**config.mk**
```make
export PLATFORM = sky130hd
export DESIGN_NAME = tmc_timer
export DESIGN_NICKNAME = d
export VERILOG_FILES = /design/src/hw/tmc_timer.v
export VERILOG_INCLUDE_DIRS = /design/src /design/src/pkg
export SDC_FILE = /design/constraint.sdc
export NUM_CORES = 1
export LEC_CHECK = 0
export BUFFER_PORTS_ARGS = -buffer_cell sky130_fd_sc_hd__buf_2
export CAP_MARGIN = 30
export CORE_MARGIN = 2
export CORE_UTILIZATION = 35
export DETAILED_ROUTE_END_ITERATION = 10
export PLACE_DENSITY = 0.47
export SETUP_SLACK_MARGIN = 0.4
export SLEW_MARGIN = 15
export SYNTH_ARGS = -nofsm -noshare
export SYNTH_HDL_FRONTEND = slang
export SYNTH_SLANG_ARGS = --single-unit
```
**constraint.sdc**
```tcl
create_clock -name clk_sys -period 4.2 [get_ports clk_sys]
set_clock_uncertainty 0.05 [all_clocks]
set_input_delay 0.21 -clock clk_sys [delete_from_list [all_inputs] [get_ports clk_sys]]
set_output_delay 0.21 -clock clk_sys [all_outputs]
set_load 0.05 [all_outputs]
```
**src/pkg/tmc_map.vh**
```
// Purpose: register offsets, field positions and reset values of the timer block
// Assumes: 8-bit register port, byte offsets
// Notes: definitions only
`ifndef TMC_MAP_VH
`define TMC_MAP_VH
`define TMC_ADDR_TSC 3'h0
`define TMC_ADDR_CNTH 3'h1
`define TMC_ADDR_CNTL 3'h2
`define TMC_ADDR_MODH 3'h3
`define TMC_ADDR_MODL 3'h4
`define TMC_ADDR_CSC 3'h5
`define TMC_ADDR_CVH 3'h6
`define TMC_ADDR_CVL 3'h7
`define TMC_TSC_FLAG 7
`define TMC_TSC_IE 6
`define TMC_TSC_CPWM 5
`define TMC_TSC_CLKB 4
`define TMC_TSC_CLKA 3
`define TMC_CSC_FLAG 7
`define TMC_CSC_IE 6
`define TMC_CSC_MSB 5
`define TMC_CSC_MSA 4
`define TMC_CSC_ELB 3
`define TMC_CSC_ELA 2
`define TMC_RST_BYTE 8'h00
`define TMC_RST_WORD 16'h0000
`define TMC_CNT_FREE_LAST 16'hFFFF
`define TMC_CNT_FREE_PRE 16'hFFFE
`define TMC_CLK_STOP 2'h0
`define TMC_CLK_BUS 2'h1
`define TMC_CLK_FIXED 2'h2
`define TMC_CLK_EXT 2'h3
`endif

```
**src/hw/tmc_timer.v**
```verilog
// Purpose: 16-bit timer counter, buffered modulo and one channel status/control
// Assumes: 8-bit register port, read data one cycle after the read strobe
// Notes: channel value is a plain register here, without byte coherency
//
// Function
// - reading either counter byte latches both; buffer kept until other byte read
// - counter read latch idles on reset and on timer status/control write
// - reset or any counter byte write zeroes counter and its read latch
// - debug halt freezes counter and read latch state
// - in debug halt, status/control or counter writes still reset read latch
// - with center-aligned off, at modulo value counter wraps to zero and sets overflow flag
// - one modulo byte written suppresses overflow flag until other byte written
// - modulo resets to zero; zero modulo means free running
// - modulo writes buffered; with clock stopped, loaded on second byte
// - with clock running, load at step to modulo, or 0xFFFE to 0xFFFF
// - status/control write resets modulo write sequence
// - debug halt freezes modulo sequence; modulo writes go straight in
// - input capture sets channel flag on the selected active edge
// - compare and PWM set flag on match, not at 0% or 100% duty
// - channel request raised while flag and channel enable set
// - flag cleared by read-while-set then write 0; new event keeps it set
// - reset clears channel flag and channel enable
// - mode b with center-aligned off selects edge-aligned PWM
// - with mode b and center-aligned clear, mode a picks capture or compare
// - edge/level field picks edge, compare action or polarity; 00 releases pin
// - capture codes 01 rising, 10 falling, 11 both edges
// - compare codes 00 software, 01 toggle, 10 clear, 11 set
// - clock select 00 stop, 01 bus, 10 fixed, 11 external
//
// Implementation choices: the register addresses and the plain strobed port.
`timescale 1ns/1ns
`include "tmc_map.vh"
module tmc_timer (
   input wire clk_sys,
   input wire rst_n,
   input wire [2:0] regAddr,
   input wire [7:0] regWrData,
   input wire regWrStb,
   input wire regRdStb,
   output reg [7:0] regRdData,
   input wire debugHalt,
   input wire fixedClkTick,
   input wire extClkPin,
   input wire chanPinIn,
   output wire chanPinOut,
   output wire chanPinOe,
   output wire overflowIrq,
   output wire chanIrq
);

   // ------------------------------------------------------------
   // input synchronisers
   // ------------------------------------------------------------
   reg [2:0] syncA_q;
   reg [2:0] syncB_q;
   reg extPrev_q;
   reg pinPrev_q;
   wire fixedS = syncB_q[0];
   wire extS = syncB_q[1];
   wire pinS = syncB_q[2];
   genvar gi;
   generate
      for (gi = 0; gi < 3; gi = gi + 1) begin : gSync
         always @(posedge clk_sys or negedge rst_n) begin
            if (!rst_n) begin
               syncA_q[gi] <= 1'b0;
               syncB_q[gi] <= 1'b0;
            end else begin
               syncA_q[gi] <= (gi == 0) ? fixedClkTick : (gi == 1) ? extClkPin : chanPinIn;
               syncB_q[gi] <= syncA_q[gi];
            end
         end
      end
   endgenerate

   // ------------------------------------------------------------
   // registers
   // ------------------------------------------------------------
   reg ovfFlag_q, ovfIe_q, cpwm_q;
   reg [1:0] clkSel_q;
   reg [2:0] presc_q;
   reg [15:0] cnt_q;
   reg cntUp_q;
   reg [15:0] cntBuf_q;
   reg cntLatched_q;
   reg cntLatchHigh_q;
   reg [15:0] mod_q;
   reg [15:0] modBuf_q;
   reg modHiWr_q, modLoWr_q;
   reg [6:0] prescCnt_q;
   reg chFlag_q, chIe_q, chMsb_q, chMsa_q, chElb_q, chEla_q;
   reg [15:0] chVal_q;
   reg ovfRdArm_q, chRdArm_q;
   reg pinOut_q;

   wire wrTsc = regWrStb && regAddr == `TMC_ADDR_TSC;
   wire wrCnt = regWrStb && (regAddr == `TMC_ADDR_CNTH || regAddr == `TMC_ADDR_CNTL);
   wire wrModH = regWrStb && regAddr == `TMC_ADDR_MODH;
   wire wrModL = regWrStb && regAddr == `TMC_ADDR_MODL;
   wire wrCsc = regWrStb && regAddr == `TMC_ADDR_CSC;
   wire rdCntH = regRdStb && regAddr == `TMC_ADDR_CNTH;
   wire rdCntL = regRdStb && regAddr == `TMC_ADDR_CNTL;

   // ------------------------------------------------------------
   // clock select and prescaler
   // ------------------------------------------------------------
   reg srcTick;
   always @* begin
      case (clkSel_q)
         `TMC_CLK_STOP: srcTick = 1'b0;
         `TMC_CLK_BUS: srcTick = 1'b1;
         `TMC_CLK_FIXED: srcTick = fixedS;
         `TMC_CLK_EXT: srcTick = extS && !extPrev_q;
         default: srcTick = 1'b0;
      endcase
   end
   wire [6:0] prescMax = (7'h01 << presc_q) - 7'h01;
   // one step per prescaler terminal count, never while halted
   wire step = srcTick && !debugHalt && prescCnt_q >= prescMax;
   wire modOn = mod_q != `TMC_RST_WORD;
   wire [15:0] topVal = modOn ? mod_q : `TMC_CNT_FREE_LAST;
   wire modPending = modHiWr_q ^ modLoWr_q;
   wire modReady = modHiWr_q && modLoWr_q;
   // up/down count only in center-aligned mode; overflow at the bottom there
   wire atTop = cnt_q == topVal;
   wire atBot = cnt_q == `TMC_RST_WORD;
   wire wrap = step && (cpwm_q ? (!cntUp_q && atBot && modOn) : atTop);
   wire [15:0] nextCnt = cpwm_q ? (cntUp_q ? (atTop ? cnt_q - 16'h0001 : cnt_q + 16'h0001)
      : (atBot ? cnt_q + 16'h0001 : cnt_q - 16'h0001))
      : (atTop ? `TMC_RST_WORD : cnt_q + 16'h0001);
   wire toTop = step && (cnt_q + 16'h0001 == topVal) && (!cpwm_q || cntUp_q);
   // overflow suppressed mid modulo update
   wire ovfEvent = wrap && !modPending;

   // ------------------------------------------------------------
   // channel mode decode and events
   // ------------------------------------------------------------
   wire [1:0] els = {chElb_q, chEla_q};
   wire modeCap = !cpwm_q && !chMsb_q && !chMsa_q;
   wire modeCmp = !cpwm_q && !chMsb_q && chMsa_q;
   wire modePwm = cpwm_q || chMsb_q;
   wire pinRise = pinS && !pinPrev_q;
   wire pinFall = !pinS && pinPrev_q;
   wire capHit = modeCap && ((chEla_q && pinRise) || (chElb_q && pinFall));
   wire match = step && nextCnt == chVal_q;
   // 0% and 100% duty have no match worth flagging
   wire dutyEdge = chVal_q == `TMC_RST_WORD || chVal_q > topVal;
   wire cmpHit = match && (modeCmp || (modePwm && !dutyEdge));
   wire chEvent = capHit || cmpHit;

   assign overflowIrq = ovfFlag_q && ovfIe_q;
   assign chanIrq = chFlag_q && chIe_q;
   assign chanPinOe = els != 2'h0 && !modeCap;
   assign chanPinOut = pinOut_q;

   // ------------------------------------------------------------
   // state
   // ------------------------------------------------------------
   always @(posedge clk_sys or negedge rst_n) begin
      if (!rst_n) begin
         extPrev_q <= 1'b0;
         pinPrev_q <= 1'b0;
         cnt_q <= `TMC_RST_WORD;
         cntUp_q <= 1'b1;
         prescCnt_q <= 7'h00;
      end else begin
         extPrev_q <= extS;
         pinPrev_q <= pinS;
         if (clkSel_q == `TMC_CLK_STOP || wrCnt)
            prescCnt_q <= 7'h00;
         else if (srcTick && !debugHalt)
            prescCnt_q <= (prescCnt_q >= prescMax) ? 7'h00 : prescCnt_q + 7'h01;
         // counter
         if (wrCnt) begin
            cnt_q <= `TMC_RST_WORD;
            cntUp_q <= 1'b1;
         end else if (step) begin
            cnt_q <= nextCnt;
            if (cpwm_q && (atTop || atBot))
               cntUp_q <= atBot;
         end
      end
   end

   // ------------------------------------------------------------
   // counter read latch
   // ------------------------------------------------------------
   always @(posedge clk_sys or negedge rst_n) begin
      if (!rst_n) begin
         cntBuf_q <= `TMC_RST_WORD;
         cntLatched_q <= 1'b0;
         cntLatchHigh_q <= 1'b0;
      end else begin
         // halt freezes the latch; a write still frees it
         if (wrTsc || wrCnt) begin
            cntLatched_q <= 1'b0;
         end else if (!debugHalt && (rdCntH || rdCntL)) begin
            if (!cntLatched_q) begin
               cntLatched_q <= 1'b1;
               cntBuf_q <= cnt_q;
               cntLatchHigh_q <= rdCntH;
            end else if (cntLatchHigh_q != rdCntH) begin
               cntLatched_q <= 1'b0;
            end
         end
      end
   end

   // ------------------------------------------------------------
   // modulo write buffer
   // ------------------------------------------------------------
   always @(posedge clk_sys or negedge rst_n) begin
      if (!rst_n) begin
         mod_q <= `TMC_RST_WORD;
         modBuf_q <= `TMC_RST_WORD;
         modHiWr_q <= 1'b0;
         modLoWr_q <= 1'b0;
      end else begin
         // halted writes bypass the buffer and leave the sequence alone
         if (wrTsc) begin
            modHiWr_q <= 1'b0;
            modLoWr_q <= 1'b0;
         end else if (debugHalt) begin
            if (wrModH)
               mod_q[15:8] <= regWrData;
            if (wrModL)
               mod_q[7:0] <= regWrData;
         end else begin
            if (wrModH) begin
               modBuf_q[15:8] <= regWrData;
               modHiWr_q <= 1'b1;
            end
            if (wrModL) begin
               modBuf_q[7:0] <= regWrData;
               modLoWr_q <= 1'b1;
            end
            if (modReady && (clkSel_q == `TMC_CLK_STOP || toTop)) begin
               mod_q <= modBuf_q;
               modHiWr_q <= 1'b0;
               modLoWr_q <= 1'b0;
            end
         end
      end
   end

   // ------------------------------------------------------------
   // timer status/control
   // ------------------------------------------------------------
   always @(posedge clk_sys or negedge rst_n) begin
      if (!rst_n) begin
         ovfFlag_q <= 1'b0;
         ovfIe_q <= 1'b0;
         cpwm_q <= 1'b0;
         clkSel_q <= `TMC_CLK_STOP;
         presc_q <= 3'h0;
         ovfRdArm_q <= 1'b0;
      end else begin
         // overflow flag set wins over clear
         if (regRdStb && regAddr == `TMC_ADDR_TSC)
            ovfRdArm_q <= ovfFlag_q;
         if (ovfEvent) begin
            ovfFlag_q <= 1'b1;
            ovfRdArm_q <= 1'b0;
         end else if (wrTsc && ovfRdArm_q && !regWrData[`TMC_TSC_FLAG]) begin
            ovfFlag_q <= 1'b0;
            ovfRdArm_q <= 1'b0;
         end
         if (wrTsc) begin
            ovfIe_q <= regWrData[`TMC_TSC_IE];
            cpwm_q <= regWrData[`TMC_TSC_CPWM];
            clkSel_q <= {regWrData[`TMC_TSC_CLKB], regWrData[`TMC_TSC_CLKA]};
            presc_q <= regWrData[2:0];
         end
      end
   end

   // ------------------------------------------------------------
   // channel status/control
   // ------------------------------------------------------------
   always @(posedge clk_sys or negedge rst_n) begin
      if (!rst_n) begin
         chFlag_q <= 1'b0;
         chIe_q <= 1'b0;
         chMsb_q <= 1'b0;
         chMsa_q <= 1'b0;
         chElb_q <= 1'b0;
         chEla_q <= 1'b0;
         chRdArm_q <= 1'b0;
      end else begin
         // new event beats a pending clear
         if (regRdStb && regAddr == `TMC_ADDR_CSC)
            chRdArm_q <= chFlag_q;
         if (chEvent) begin
            chFlag_q <= 1'b1;
            chRdArm_q <= 1'b0;
         end else if (wrCsc && chRdArm_q && !regWrData[`TMC_CSC_FLAG]) begin
            chFlag_q <= 1'b0;
            chRdArm_q <= 1'b0;
         end
         if (wrCsc) begin
            chIe_q <= regWrData[`TMC_CSC_IE];
            chMsb_q <= regWrData[`TMC_CSC_MSB];
            chMsa_q <= regWrData[`TMC_CSC_MSA];
            chElb_q <= regWrData[`TMC_CSC_ELB];
            chEla_q <= regWrData[`TMC_CSC_ELA];
         end
      end
   end

   // ------------------------------------------------------------
   // channel value
   // ------------------------------------------------------------
   always @(posedge clk_sys or negedge rst_n) begin
      if (!rst_n) begin
         chVal_q <= `TMC_RST_WORD;
      end else begin
         if (regWrStb && regAddr == `TMC_ADDR_CVH && !modeCap)
            chVal_q[15:8] <= regWrData;
         if (regWrStb && regAddr == `TMC_ADDR_CVL && !modeCap)
            chVal_q[7:0] <= regWrData;
         if (capHit)
            chVal_q <= cnt_q;
      end
   end

   // ------------------------------------------------------------
   // channel pin
   // ------------------------------------------------------------
   always @(posedge clk_sys or negedge rst_n) begin
      if (!rst_n) begin
         pinOut_q <= 1'b0;
      end else begin
         // compare actions first, PWM edges otherwise
         if (match && modeCmp) begin
            case (els)
               2'h1: pinOut_q <= !pinOut_q;
               2'h2: pinOut_q <= 1'b0;
               2'h3: pinOut_q <= 1'b1;
               default: pinOut_q <= pinOut_q;
            endcase
         end else if (modePwm && step) begin
            // high-true for 10, low-true for x1
            if (match && !(cpwm_q && !cntUp_q))
               pinOut_q <= chEla_q;
            else if (wrap || (cpwm_q && match))
               pinOut_q <= !chEla_q;
         end
      end
   end

   // ------------------------------------------------------------
   // read port; halted reads show the live frozen counter
   // ------------------------------------------------------------
   wire [15:0] cntView = (cntLatched_q && !debugHalt) ? cntBuf_q : cnt_q;
   always @(posedge clk_sys or negedge rst_n) begin
      if (!rst_n) begin
         regRdData <= `TMC_RST_BYTE;
      end else if (regRdStb) begin
         case (regAddr)
            `TMC_ADDR_TSC: regRdData <= {ovfFlag_q, ovfIe_q, cpwm_q, clkSel_q, presc_q};
            `TMC_ADDR_CNTH: regRdData <= cntView[15:8];
            `TMC_ADDR_CNTL: regRdData <= cntView[7:0];
            `TMC_ADDR_MODH: regRdData <= mod_q[15:8];
            `TMC_ADDR_MODL: regRdData <= mod_q[7:0];
            `TMC_ADDR_CSC: regRdData <= {chFlag_q, chIe_q, chMsb_q, chMsa_q, els, 2'h0};
            `TMC_ADDR_CVH: regRdData <= chVal_q[15:8];
            `TMC_ADDR_CVL: regRdData <= chVal_q[7:0];
            default: regRdData <= `TMC_RST_BYTE;
         endcase
      end else begin
         regRdData <= `TMC_RST_BYTE;
      end
   end

endmodule

```
==> flow_summary.toml, run 1 <==
[status]
status = "finished clean"

[cts]
cts_made_buffers = 17
cts.sinks = 125
root_buffer = "clkbuf_16"
clockBufferDepth = 2
h-tree-depth = 4
clk_latency_ns = 0.43
cts_tree = "built"
cts.clk_slew.worst_paths_ns = 0.06

[setup_path]
critPathKind = "register to register"
crit_required_ns = 4.46
worstPathArrival_ns = 4.21
slowest_stage = "nor4_1"
rr_startpoint = "cnt_q[9]"
worstPathCellList = "or3_1, nor4_1, nand4_1, o21ai_1, a21oi_4, buf_6, buf_4, a221o_1, nand2_2, xor2_1, and4_1, nand4_1, buf_4, o211a_1"
worst_setup_path_end_kind = "register"
crit_path_max_incr_delay_ns = 0.52
critPathLaunchType = "register"
startpoint = "cnt_q[9]"
worstPathMaxFanout = 5

[die]
die_y_microns = 160
die-area_sq_um = 25600
io_pins = 31
start_util = 0.354
coreArea_sq_um = 24100
die_w_microns = 160
num_rows = 57

[place]
place_hpwl_microns = 22000
io_buffers = 30
gp_congestion = 0.932

[synth]
yosysSeqAreaShare = 0.367
async_flop_share = 1.00
synth-main-ff-cell = "dfrtp_1"
syn_nets = 977
synth_edf_count = 0
syn_area_per_cell_sq_um = 9.20
synth.distinct_cells = 66
yosysWarnings = 0
ys_ff_latch = 125
syn_area_sq_um = 8530
synth_cells = 927

[sta]
finalHoldViolCount = 0
post-route-period-util = 0.941
setup_viol = 0
slew_headroom = 0.420
fmax_ghz = 0.253
finalCriticalPeriod_ns = 3.95
slew_viol_final = 0
tns_ns = 0
rsz0062_at_grt = "true"
tightest_slew_ns = 0.863

[power]
switchingPower_mw = 2.78
p_total_mw = 6.51
pwr_density_cell_nw_per_um2 = 600
vdd_drop_max_v = 0.000253
leakagePower_nw = 4.78
power_frac_clock = 0.228
internal_power_mw = 3.73
swShare = 0.427
power_frac_seq = 0.290
power_frac_comb = 0.481

[drt]
firstDrtPassIters = 6
drc = 0
vias = 7936
antenna_left = 0
drt-initial-drc-count = 914
wire_per_inst_microns = 22.9
finalWirelength_microns = 31400
viasPerCell = 5.78

[run]
cap_violations = 0

[hold_path]
hold_class = "input port to register"
holdCritStartpoint = "regRdStb"

[layout]
n_antenna_cell = 0
layout_commonest_cell = "dfrtp_1"
area_delta_synth_final_pct = 27.3
layout_common_cells = "123 x dfrtp_1, 97 x buf_4, 88 x o21ai_0, 70 x nand2_1, 61 x nor2_1"
postLayoutCoreUtil = 0.450
drive_gt1_frac = 0.293
nets = 1085

[global_route]
grt_pass1_vias = 7355
grt_overflow = 0
grt_pass1_wl_microns = 46500
track_usage = 0.241
antenna_found_initial = 0
grt_max_degree = 100
-- flip-flops by register name (all words and copies together) (netlist names), 2 cells and up --
| signal | cells |
|---|---|
| chVal_q | 16 |
| clkSel_q | 2 |
| cntBuf_q | 16 |
| cnt_q | 16 |
| modBuf_q | 16 |
| mod_q | 16 |
| prescCnt_q | 7 |
| presc_q | 3 |
| regRdData | 8 |
| syncA_q | 3 |
-- timing repair --
item / in CTS / in global routing
cloned: 0 / 3
resized for setup: 19 / 66
pin swaps: 13 / 38
setup endpoints to repair: 19 / 19
endpoints found under the hold margin: 101 / 0
buffers inserted: 23 / 11
hold buffers: 4 / 0
-- area by class of cell --
| class | count | area [sq um] |
|---|---|---|
| repair buffers | 147 | 1170 |
| well taps | 324 | 405 |
| flip-flops and latches | 125 | 3130 |
| clock inverters | 15 | 148 |
| multi-input cells | 704 | 5430 |
| inverters | 40 | 154 |
| clock buffers | 17 | 425 |
| fillers | 2357 | 13200 |
-- stage by stage --
step           area, sq um  hold WS (ns)  setup WS, ns  instances
6_report             10900        0.0732         0.248       1372
5_1_grt              10900        0.0606         0.210       1372
4_1_cts              10400        0.0570         0.411       1357
3_5_place_dp          9480         0.270        0.0479       1298
3_3_place_gp          9460         0.268        0.0952       1297
2_1_floorplan         8530        -0.136         0.502        927
-- critical path: cells and delay by family, from the launching register on --
family	cells	cell delay, ns
xor+xnor	1	0.14
simple gates	6	1.67
flops	1	0.39
compound gates	4	1.11
buf+inv	3	0.47
-- Yosys cell counts (all sizes together) (2+ instances only) --
library cell | instances | area, sq um
nand3b | 4 | 30.0
nor4 | 19 | 198
nor3 | 30 | 150
o21ai | 95 | 479
a221o | 5 | 50.1
a41oi | 17 | 186
o22ai | 8 | 50.1
nand4 | 13 | 96.3
nor2b | 6 | 37.5
buf | 10 | 63.8
o211a | 2 | 20.0
o221ai | 3 | 26.3
o31ai | 4 | 30.0
xor2 | 30 | 263
a211oi | 10 | 75.1
a21oi | 36 | 184
clkbuf | 50 | 188
inv | 39 | 146
ha | 31 | 388
and4 | 4 | 35.0
a221oi | 8 | 70.1
a311oi | 3 | 26.3
xnor2 | 34 | 298
nor3b | 4 | 30.0
nand3 | 17 | 85.1
and2 | 6 | 37.5
and3 | 7 | 43.8
o32a | 2 | 20.0
mux2 | 60 | 676
a22oi | 9 | 67.6
o21a | 7 | 52.6
nand2 | 74 | 278
a31oi | 13 | 81.3
a21o | 11 | 82.6
mux2i | 38 | 380
dfrtp | 124 | 3100
or3 | 9 | 56.3
nand2b | 8 | 50.1
nor2 | 61 | 229
-- power groups by stage --
stage	combinational, mW	sequential, mW	clock, mW
6_report	3.13	1.89	1.49
5_1_grt	3.37	1.91	1.55
4_1_cts	2.85	1.87	1.51
3_5_place_dp	2.65	1.89	0
3_3_place_gp	2.66	1.89	0
2_1_floorplan	1.69	1.80	0
-- logic make-up (layout without fill, tap and decap cells) --
group,after synthesis,in the layout,synth area share
and+or+nand+nor,265,266,0.162
AOI/OAI and AO/OA,243,244,0.187
buffers and inverters,100,219,0.0471
adders and majority gates,31,31,0.0455
muxes,99,99,0.126
DFF,125,125,0.367
xor gates and xnor gates,64,64,0.0657
-- metal layers --
layer	track usage	share of wire	vias up
li1	-	-	3617
met1	0.338	0.45	3903
met2	0.374	0.45	351
met3	0.0387	0.065	65
met4	0.0901	0.034	0
met5	0	0	-
-- path summary, 6_finish.rpt --
path / end / slack [ns] / cells after the start
setup / recovery: chRdArm_q / 0.25 / 14
hold / removal: regRdData[6] / 0.07 / 2
setup reg to reg: chRdArm_q / 0.25 / 14
hold reg to reg: extS / 0.29 / 0
max in group asynchronous: cntUp_q / 3.16 / 3
min in group asynchronous: prescCnt_q[0] / 0.19 / 2
No activity file was read; power rests on OpenSTA's default activity.
==> run 2, diff against run 1 <==
--- a/config.mk
+++ b/config.mk
@@ -11,7 +11,9 @@
 export CORE_MARGIN = 2
 export CORE_UTILIZATION = 35
 export DETAILED_ROUTE_END_ITERATION = 10
+export GPL_ROUTABILITY_DRIVEN = 1
 export PLACE_DENSITY = 0.47
+export REMOVE_ABC_BUFFERS = 1
 export SETUP_SLACK_MARGIN = 0.4
 export SLEW_MARGIN = 15
 export SYNTH_ARGS = -nofsm -noshare
==> run 2 against run 1 <==
Against the previous run:
- core utilization shrank 1.7 points
- clock power is essentially flat
- cell area shrank 3.8%
- via count shrank 2.3%
- fmax grew 2.6%
- non-clock buffer count shrank 13
- global-route usage grew 0.39 points
- highest routed layer unchanged
- critical endpoint unchanged
==> flow_summary.toml, run 2 (synthesized netlist as in run 1, its figures left out) <==
[status]
status = "finished clean"

[run]
cap_violations = 0

[cts]
root_buffer = "clkbuf_16"
clockBufferDepth = 2
clk_latency_ns = 0.43
cts_made_buffers = 17
cts.clk_slew.worst_paths_ns = 0.06
h-tree-depth = 4
cts.sinks = 125
cts_tree = "built"

[sta]
slew_headroom = 0.459
tns_ns = 0
finalCriticalPeriod_ns = 3.85
fmax_ghz = 0.260
post-route-period-util = 0.917
rsz0062_at_grt = "true"
slew_viol_final = 0
finalHoldViolCount = 0
tightest_slew_ns = 0.800
setup_viol = 0

[place]
gp_congestion = 0.948
io_buffers = 30
place_hpwl_microns = 22500
dp_cells = 1304

[setup_path]
worst_setup_path_end_kind = "register"
critPathLaunchType = "register"
r2r_setup_slack_ns = 0.35
crit_path_end = "chRdArm_q"
r2r_cells = 14
startpoint = "cnt_q[9]"
r2r_end = "chRdArm_q"
crit_required_ns = 4.46
critPathKind = "register to register"
worstPathMaxFanout = 5
worstPathArrival_ns = 4.12
rr_startpoint = "cnt_q[9]"

[global_route]
antenna_found_initial = 0
use_met3 = 0.0345
grt_pass1_wl_microns = 47200
grt_pass1_vias = 7404
grt_max_degree = 78
globalRouteMet2Util = 0.383
track_usage = 0.245
busiest_layer = "met2"
grt_overflow = 0
met1_usage = 0.353

[drt]
finalWirelength_microns = 30900
drt-initial-drc-count = 605
drc = 0
viasPerCell = 5.71
antenna_left = 0
wire_per_inst_microns = 22.7
vias = 7755
firstDrtPassIters = 5

[hold_path]
hold_class = "input port to register"

[layout]
area_delta_synth_final_pct = 22.4
multi_input_area_sq_um = 5140
layout.cells.non_filler = 1359
nets = 1070
fill_cells = 2429
layout_commonest_cell = "dfrtp_1"
layout_common_cells = "123 x dfrtp_1, 91 x buf_4, 88 x o21ai_0, 73 x nand2_1, 61 x nor2_1"
drive_gt1_frac = 0.249
seqCellArea_sq_um = 3130

[power]
p_total_mw = 6.20
pwr_density_cell_nw_per_um2 = 594
vdd_drop_max_v = 0.000281
leakagePower_nw = 4.62

[die]
io_pins = 31
die-area_sq_um = 25600
die_y_microns = 160
die_w_microns = 160
coreArea_sq_um = 24100
num_rows = 57
start_util = 0.354
run 2: cell types whose count changed in the layout (fill, tap and decap cells not counted), sizes merged, moves of 2 or more:
cell | before | now
diode | 0 | 2
inv | 47 | 49
buf | 143 | 129
clkinvlp | 4 | 2
run 2: critical path, stage by stage, from the launching register on:
cell	delay, ns
dfrtp_1	0.38
or3_1	0.45
nor4_1	0.47
nand4_1	0.36
o21ai_1	0.29
a21oi_2	0.07
buf_4	0.17
a221o_1	0.37
o21ai_2	0.10
xnor2_1	0.08
nor4_1	0.30
buf_4	0.16
nand4_1	0.09
buf_4	0.18
o211a_1	0.20
run 2: power breakdown:
part	leakage [nW]	switching (mW)	internal, mW
Sequential	1.60	0.409	1.48
Clock	0.278	0.684	0.791
Combinational	2.74	1.58	1.26
run 2: worst min path at each step:
stage | from | endpoint | slack (ns) | depth (start not counted)
5_1_grt | regRdStb | regRdData[7] | 0.07 | 3
6_report | regRdStb | regRdData[7] | 0.07 | 3
2_1_floorplan | rst_n | chEla_q | -0.14 | 0
4_1_cts | regRdStb | regRdData[7] | 0.05 | 3
3_3_place_gp | extClkPin | syncA_q[1] | 0.27 | 1
3_5_place_dp | rst_n | chanPinOut | 0.06 | 1
run 2: timing repair:
item,4_1_cts,5_1_grt
pin swaps,8,15
resized for setup,9,19
endpoints found under the hold margin,42,0
hold buffers,4,0
endpoints found under the setup margin,19,19
setup buffers,6,9
gates cloned,0,1
run 2: layout make-up:
class / instances / share of cell area
Clock buffer: 17 / 0.0407
Inverter: 40 / 0.0144
Sequential cell: 125 / 0.300
Timing Repair Buffer: 134 / 0.0997
Clock inverter: 15 / 0.0143
Antenna cell: 2 / 0.000479
Multi-Input combinational cell: 702 / 0.492
Tap cell: 324 / 0.0388
run 2: routing by layer:
metal	share of wire	routed length [microns]	vias up
li1	-	-	3587
met1	0.47	14500	3865
met2	0.46	14200	258
met3	0.049	1520	45
met4	0.023	701	0
met5	0	0	-
run 2: through the flow:
| stage | cell area [sq um] | setup slack, ns | util | hold WS, ns |
|---|---|---|---|---|
| 6_report | 10400 | 0.349 | 0.433 | 0.0676 |
| 5_1_grt | 10400 | 0.185 | 0.433 | 0.0723 |
| 4_1_cts | 10300 | 0.358 | 0.426 | 0.0527 |
| 3_5_place_dp | 9540 | 0.0709 | 0.396 | 0.0595 |
| 3_3_place_gp | 9510 | 0.129 | 0.395 | 0.268 |
| 2_1_floorplan | 8280 | -0.154 | - | -0.136 |
==> run 3, diff against run 2 <==
--- a/config.mk
+++ b/config.mk
@@ -12,7 +12,7 @@
 export CORE_UTILIZATION = 35
 export DETAILED_ROUTE_END_ITERATION = 10
 export GPL_ROUTABILITY_DRIVEN = 1
-export PLACE_DENSITY = 0.47
+export PLACE_DENSITY_LB_ADDON = 0.05
 export REMOVE_ABC_BUFFERS = 1
 export SETUP_SLACK_MARGIN = 0.4
 export SLEW_MARGIN = 15
==> run 3 against run 2 <==
Against the previous run:
- total power up 0.11%
- global-route usage up 0.23 points
- hold slack worse by 0.00068 ns
- via count down 2.7%
- non-clock buffer count down 19
- first-iteration DRC count down 13%
- clock-buffer cell count up 1
- critical endpoint unchanged
- largest power group unchanged
- worst setup slack better by 0.052 ns
==> flow_summary.toml, run 3 (synthesized netlist as in run 1, its figures left out) <==
[drt]
antenna_left = 0
firstDrtPassIters = 5
drt-initial-drc-count = 526
routed-wl-met2_microns = 14200
finalWirelength_microns = 31300
vias = 7543
drc = 0
top_layer = "met4"
viasPerCell = 5.64
route.met3.wl_microns = 1330
wirelength_met1_microns = 14600
wire_per_inst_microns = 23.4

[die]
io_pins = 31
die-area_sq_um = 25600
num_rows = 57
die_w_microns = 160
coreArea_sq_um = 24100
start_util = 0.354
die_y_microns = 160

[layout]
fill_cells = 2460
nets = 1051
area_delta_synth_final_pct = 22.2
layout.cells.non_filler = 1338
layout_commonest_cell = "dfrtp_1"
n_antenna_cell = 0
layout_common_cells = "122 x dfrtp_1, 90 x o21ai_0, 73 x nand2_1, 72 x buf_4, 61 x nor2_1"
drive_gt1_frac = 0.251

[setup_path]
r2r_setup_slack_ns = 0.40
worstPathArrival_ns = 4.06
worstPathMaxFanout = 9
critPathLaunchType = "register"
worst_setup_path_end_kind = "register"
critPathKind = "register to register"
crit_required_ns = 4.46

[power]
pwr_density_cell_nw_per_um2 = 595
vdd_drop_max_v = 0.000239
leakagePower_nw = 4.58

[global_route]
grt_pass1_vias = 7414
grt_pass1_wl_microns = 47200
track_usage = 0.247
grt_max_degree = 92
antenna_found_initial = 0
grt_overflow = 0

[place]
dp_cells = 1288
pre_cts_ws_ns = 0.0824
place_hpwl_microns = 23000
io_buffers = 30
gp_congestion = 0.914

[run]
cap_violations = 0

[sta]
tightest_slew_ns = 0.825
post-route-period-util = 0.905
slew_headroom = 0.446
rsz0062_at_grt = "true"
fmax_ghz = 0.263
setup_viol = 0
slew_viol_final = 0
whs_ns = 0.0670
tns_ns = 0
finalHoldViolCount = 0
finalCriticalPeriod_ns = 3.80
finalWorstSetupSlack_ns = 0.401

[cts]
cts_tree = "built"
h-tree-depth = 4
cts_made_buffers = 17
cts.clk_slew.worst_paths_ns = 0.07
clk_latency_ns = 0.44
root_buffer = "clkbuf_16"
cts.sinks = 125
clockBufferDepth = 2

[status]
status = "finished clean"

[hold_path]
hold_class = "input port to register"
run 3: worst max-delay path, cell delays in order (launching register included):
cell and delay (ns):
dfrtp_1 0.41, nor4_4 0.26, buf_4 0.19, buf_12 0.14
a41oi_1 0.25, xor2_1 0.27, and4_1 0.29, nand4_4 0.20
a21o_4 0.33, o22ai_1 0.24, o21ai_2 0.10, xnor2_1 0.15
nor4_2 0.30, nand4_1 0.13, buf_4 0.18, o211a_1 0.20
run 3: metrics by stage:
stage | power, mW | utilization | instance area, sq um
after floorplan | 3.42 | - | 8280
after detailed placement | 4.52 | 0.391 | 9430
after CTS | 6.01 | 0.420 | 10100
after global placement | 4.54 | 0.389 | 9380
final | 6.21 | 0.432 | 10400
after global routing | 6.56 | 0.432 | 10400
run 3: cell type report:
type	instances	area, sq um	area share
Tap cell	324	405	0.0389
Timing Repair Buffer	115	923	0.0886
Multi-Input combinational cell	702	5260	0.505
Clock inverter	14	125	0.0120
Clock buffer	18	429	0.0412
Inverter	40	150	0.0144
Sequential cell	125	3130	0.300
run 3: layer usage:
layer / GRT usage / vias up
li1: - / 3551
met1: 0.341 / 3713
met2: 0.392 / 218
met3: 0.0340 / 61
met4: 0.101 / 0
met5: 0 / -
run 3: repair_timing:
item / 4_1_cts / 5_1_grt
buffers inserted: 7 / 5
endpoints found under the setup margin: 19 / 19
pin swaps: 11 / 19
hold buffers: 4 / 0
gates cloned: 0 / 1
endpoints found under the hold margin: 93 / 0
resized for setup: 11 / 36
run 3: report_power, final:
group | leakage [nW] | total, mW | switching [mW] | internal (mW)
Clock | 0.261 | 1.44 | 0.658 | 0.778
Sequential | 1.60 | 1.95 | 0.469 | 1.48
Combinational | 2.72 | 2.82 | 1.58 | 1.24
Total | 4.58 | 6.21 | 2.70 | 3.50
run 3: path summary, 6_finish.rpt:
kind,startpoint,to,cells after the start
min,regWrData[6],modBuf_q[14],3
min in group asynchronous,rst_n,modBuf_q[11],2
max reg2reg,mod_q[11],chRdArm_q,15
max in group asynchronous,rst_n,cnt_q[0],4
max,mod_q[11],chRdArm_q,15
min reg2reg,syncA_q[0],fixedS,0
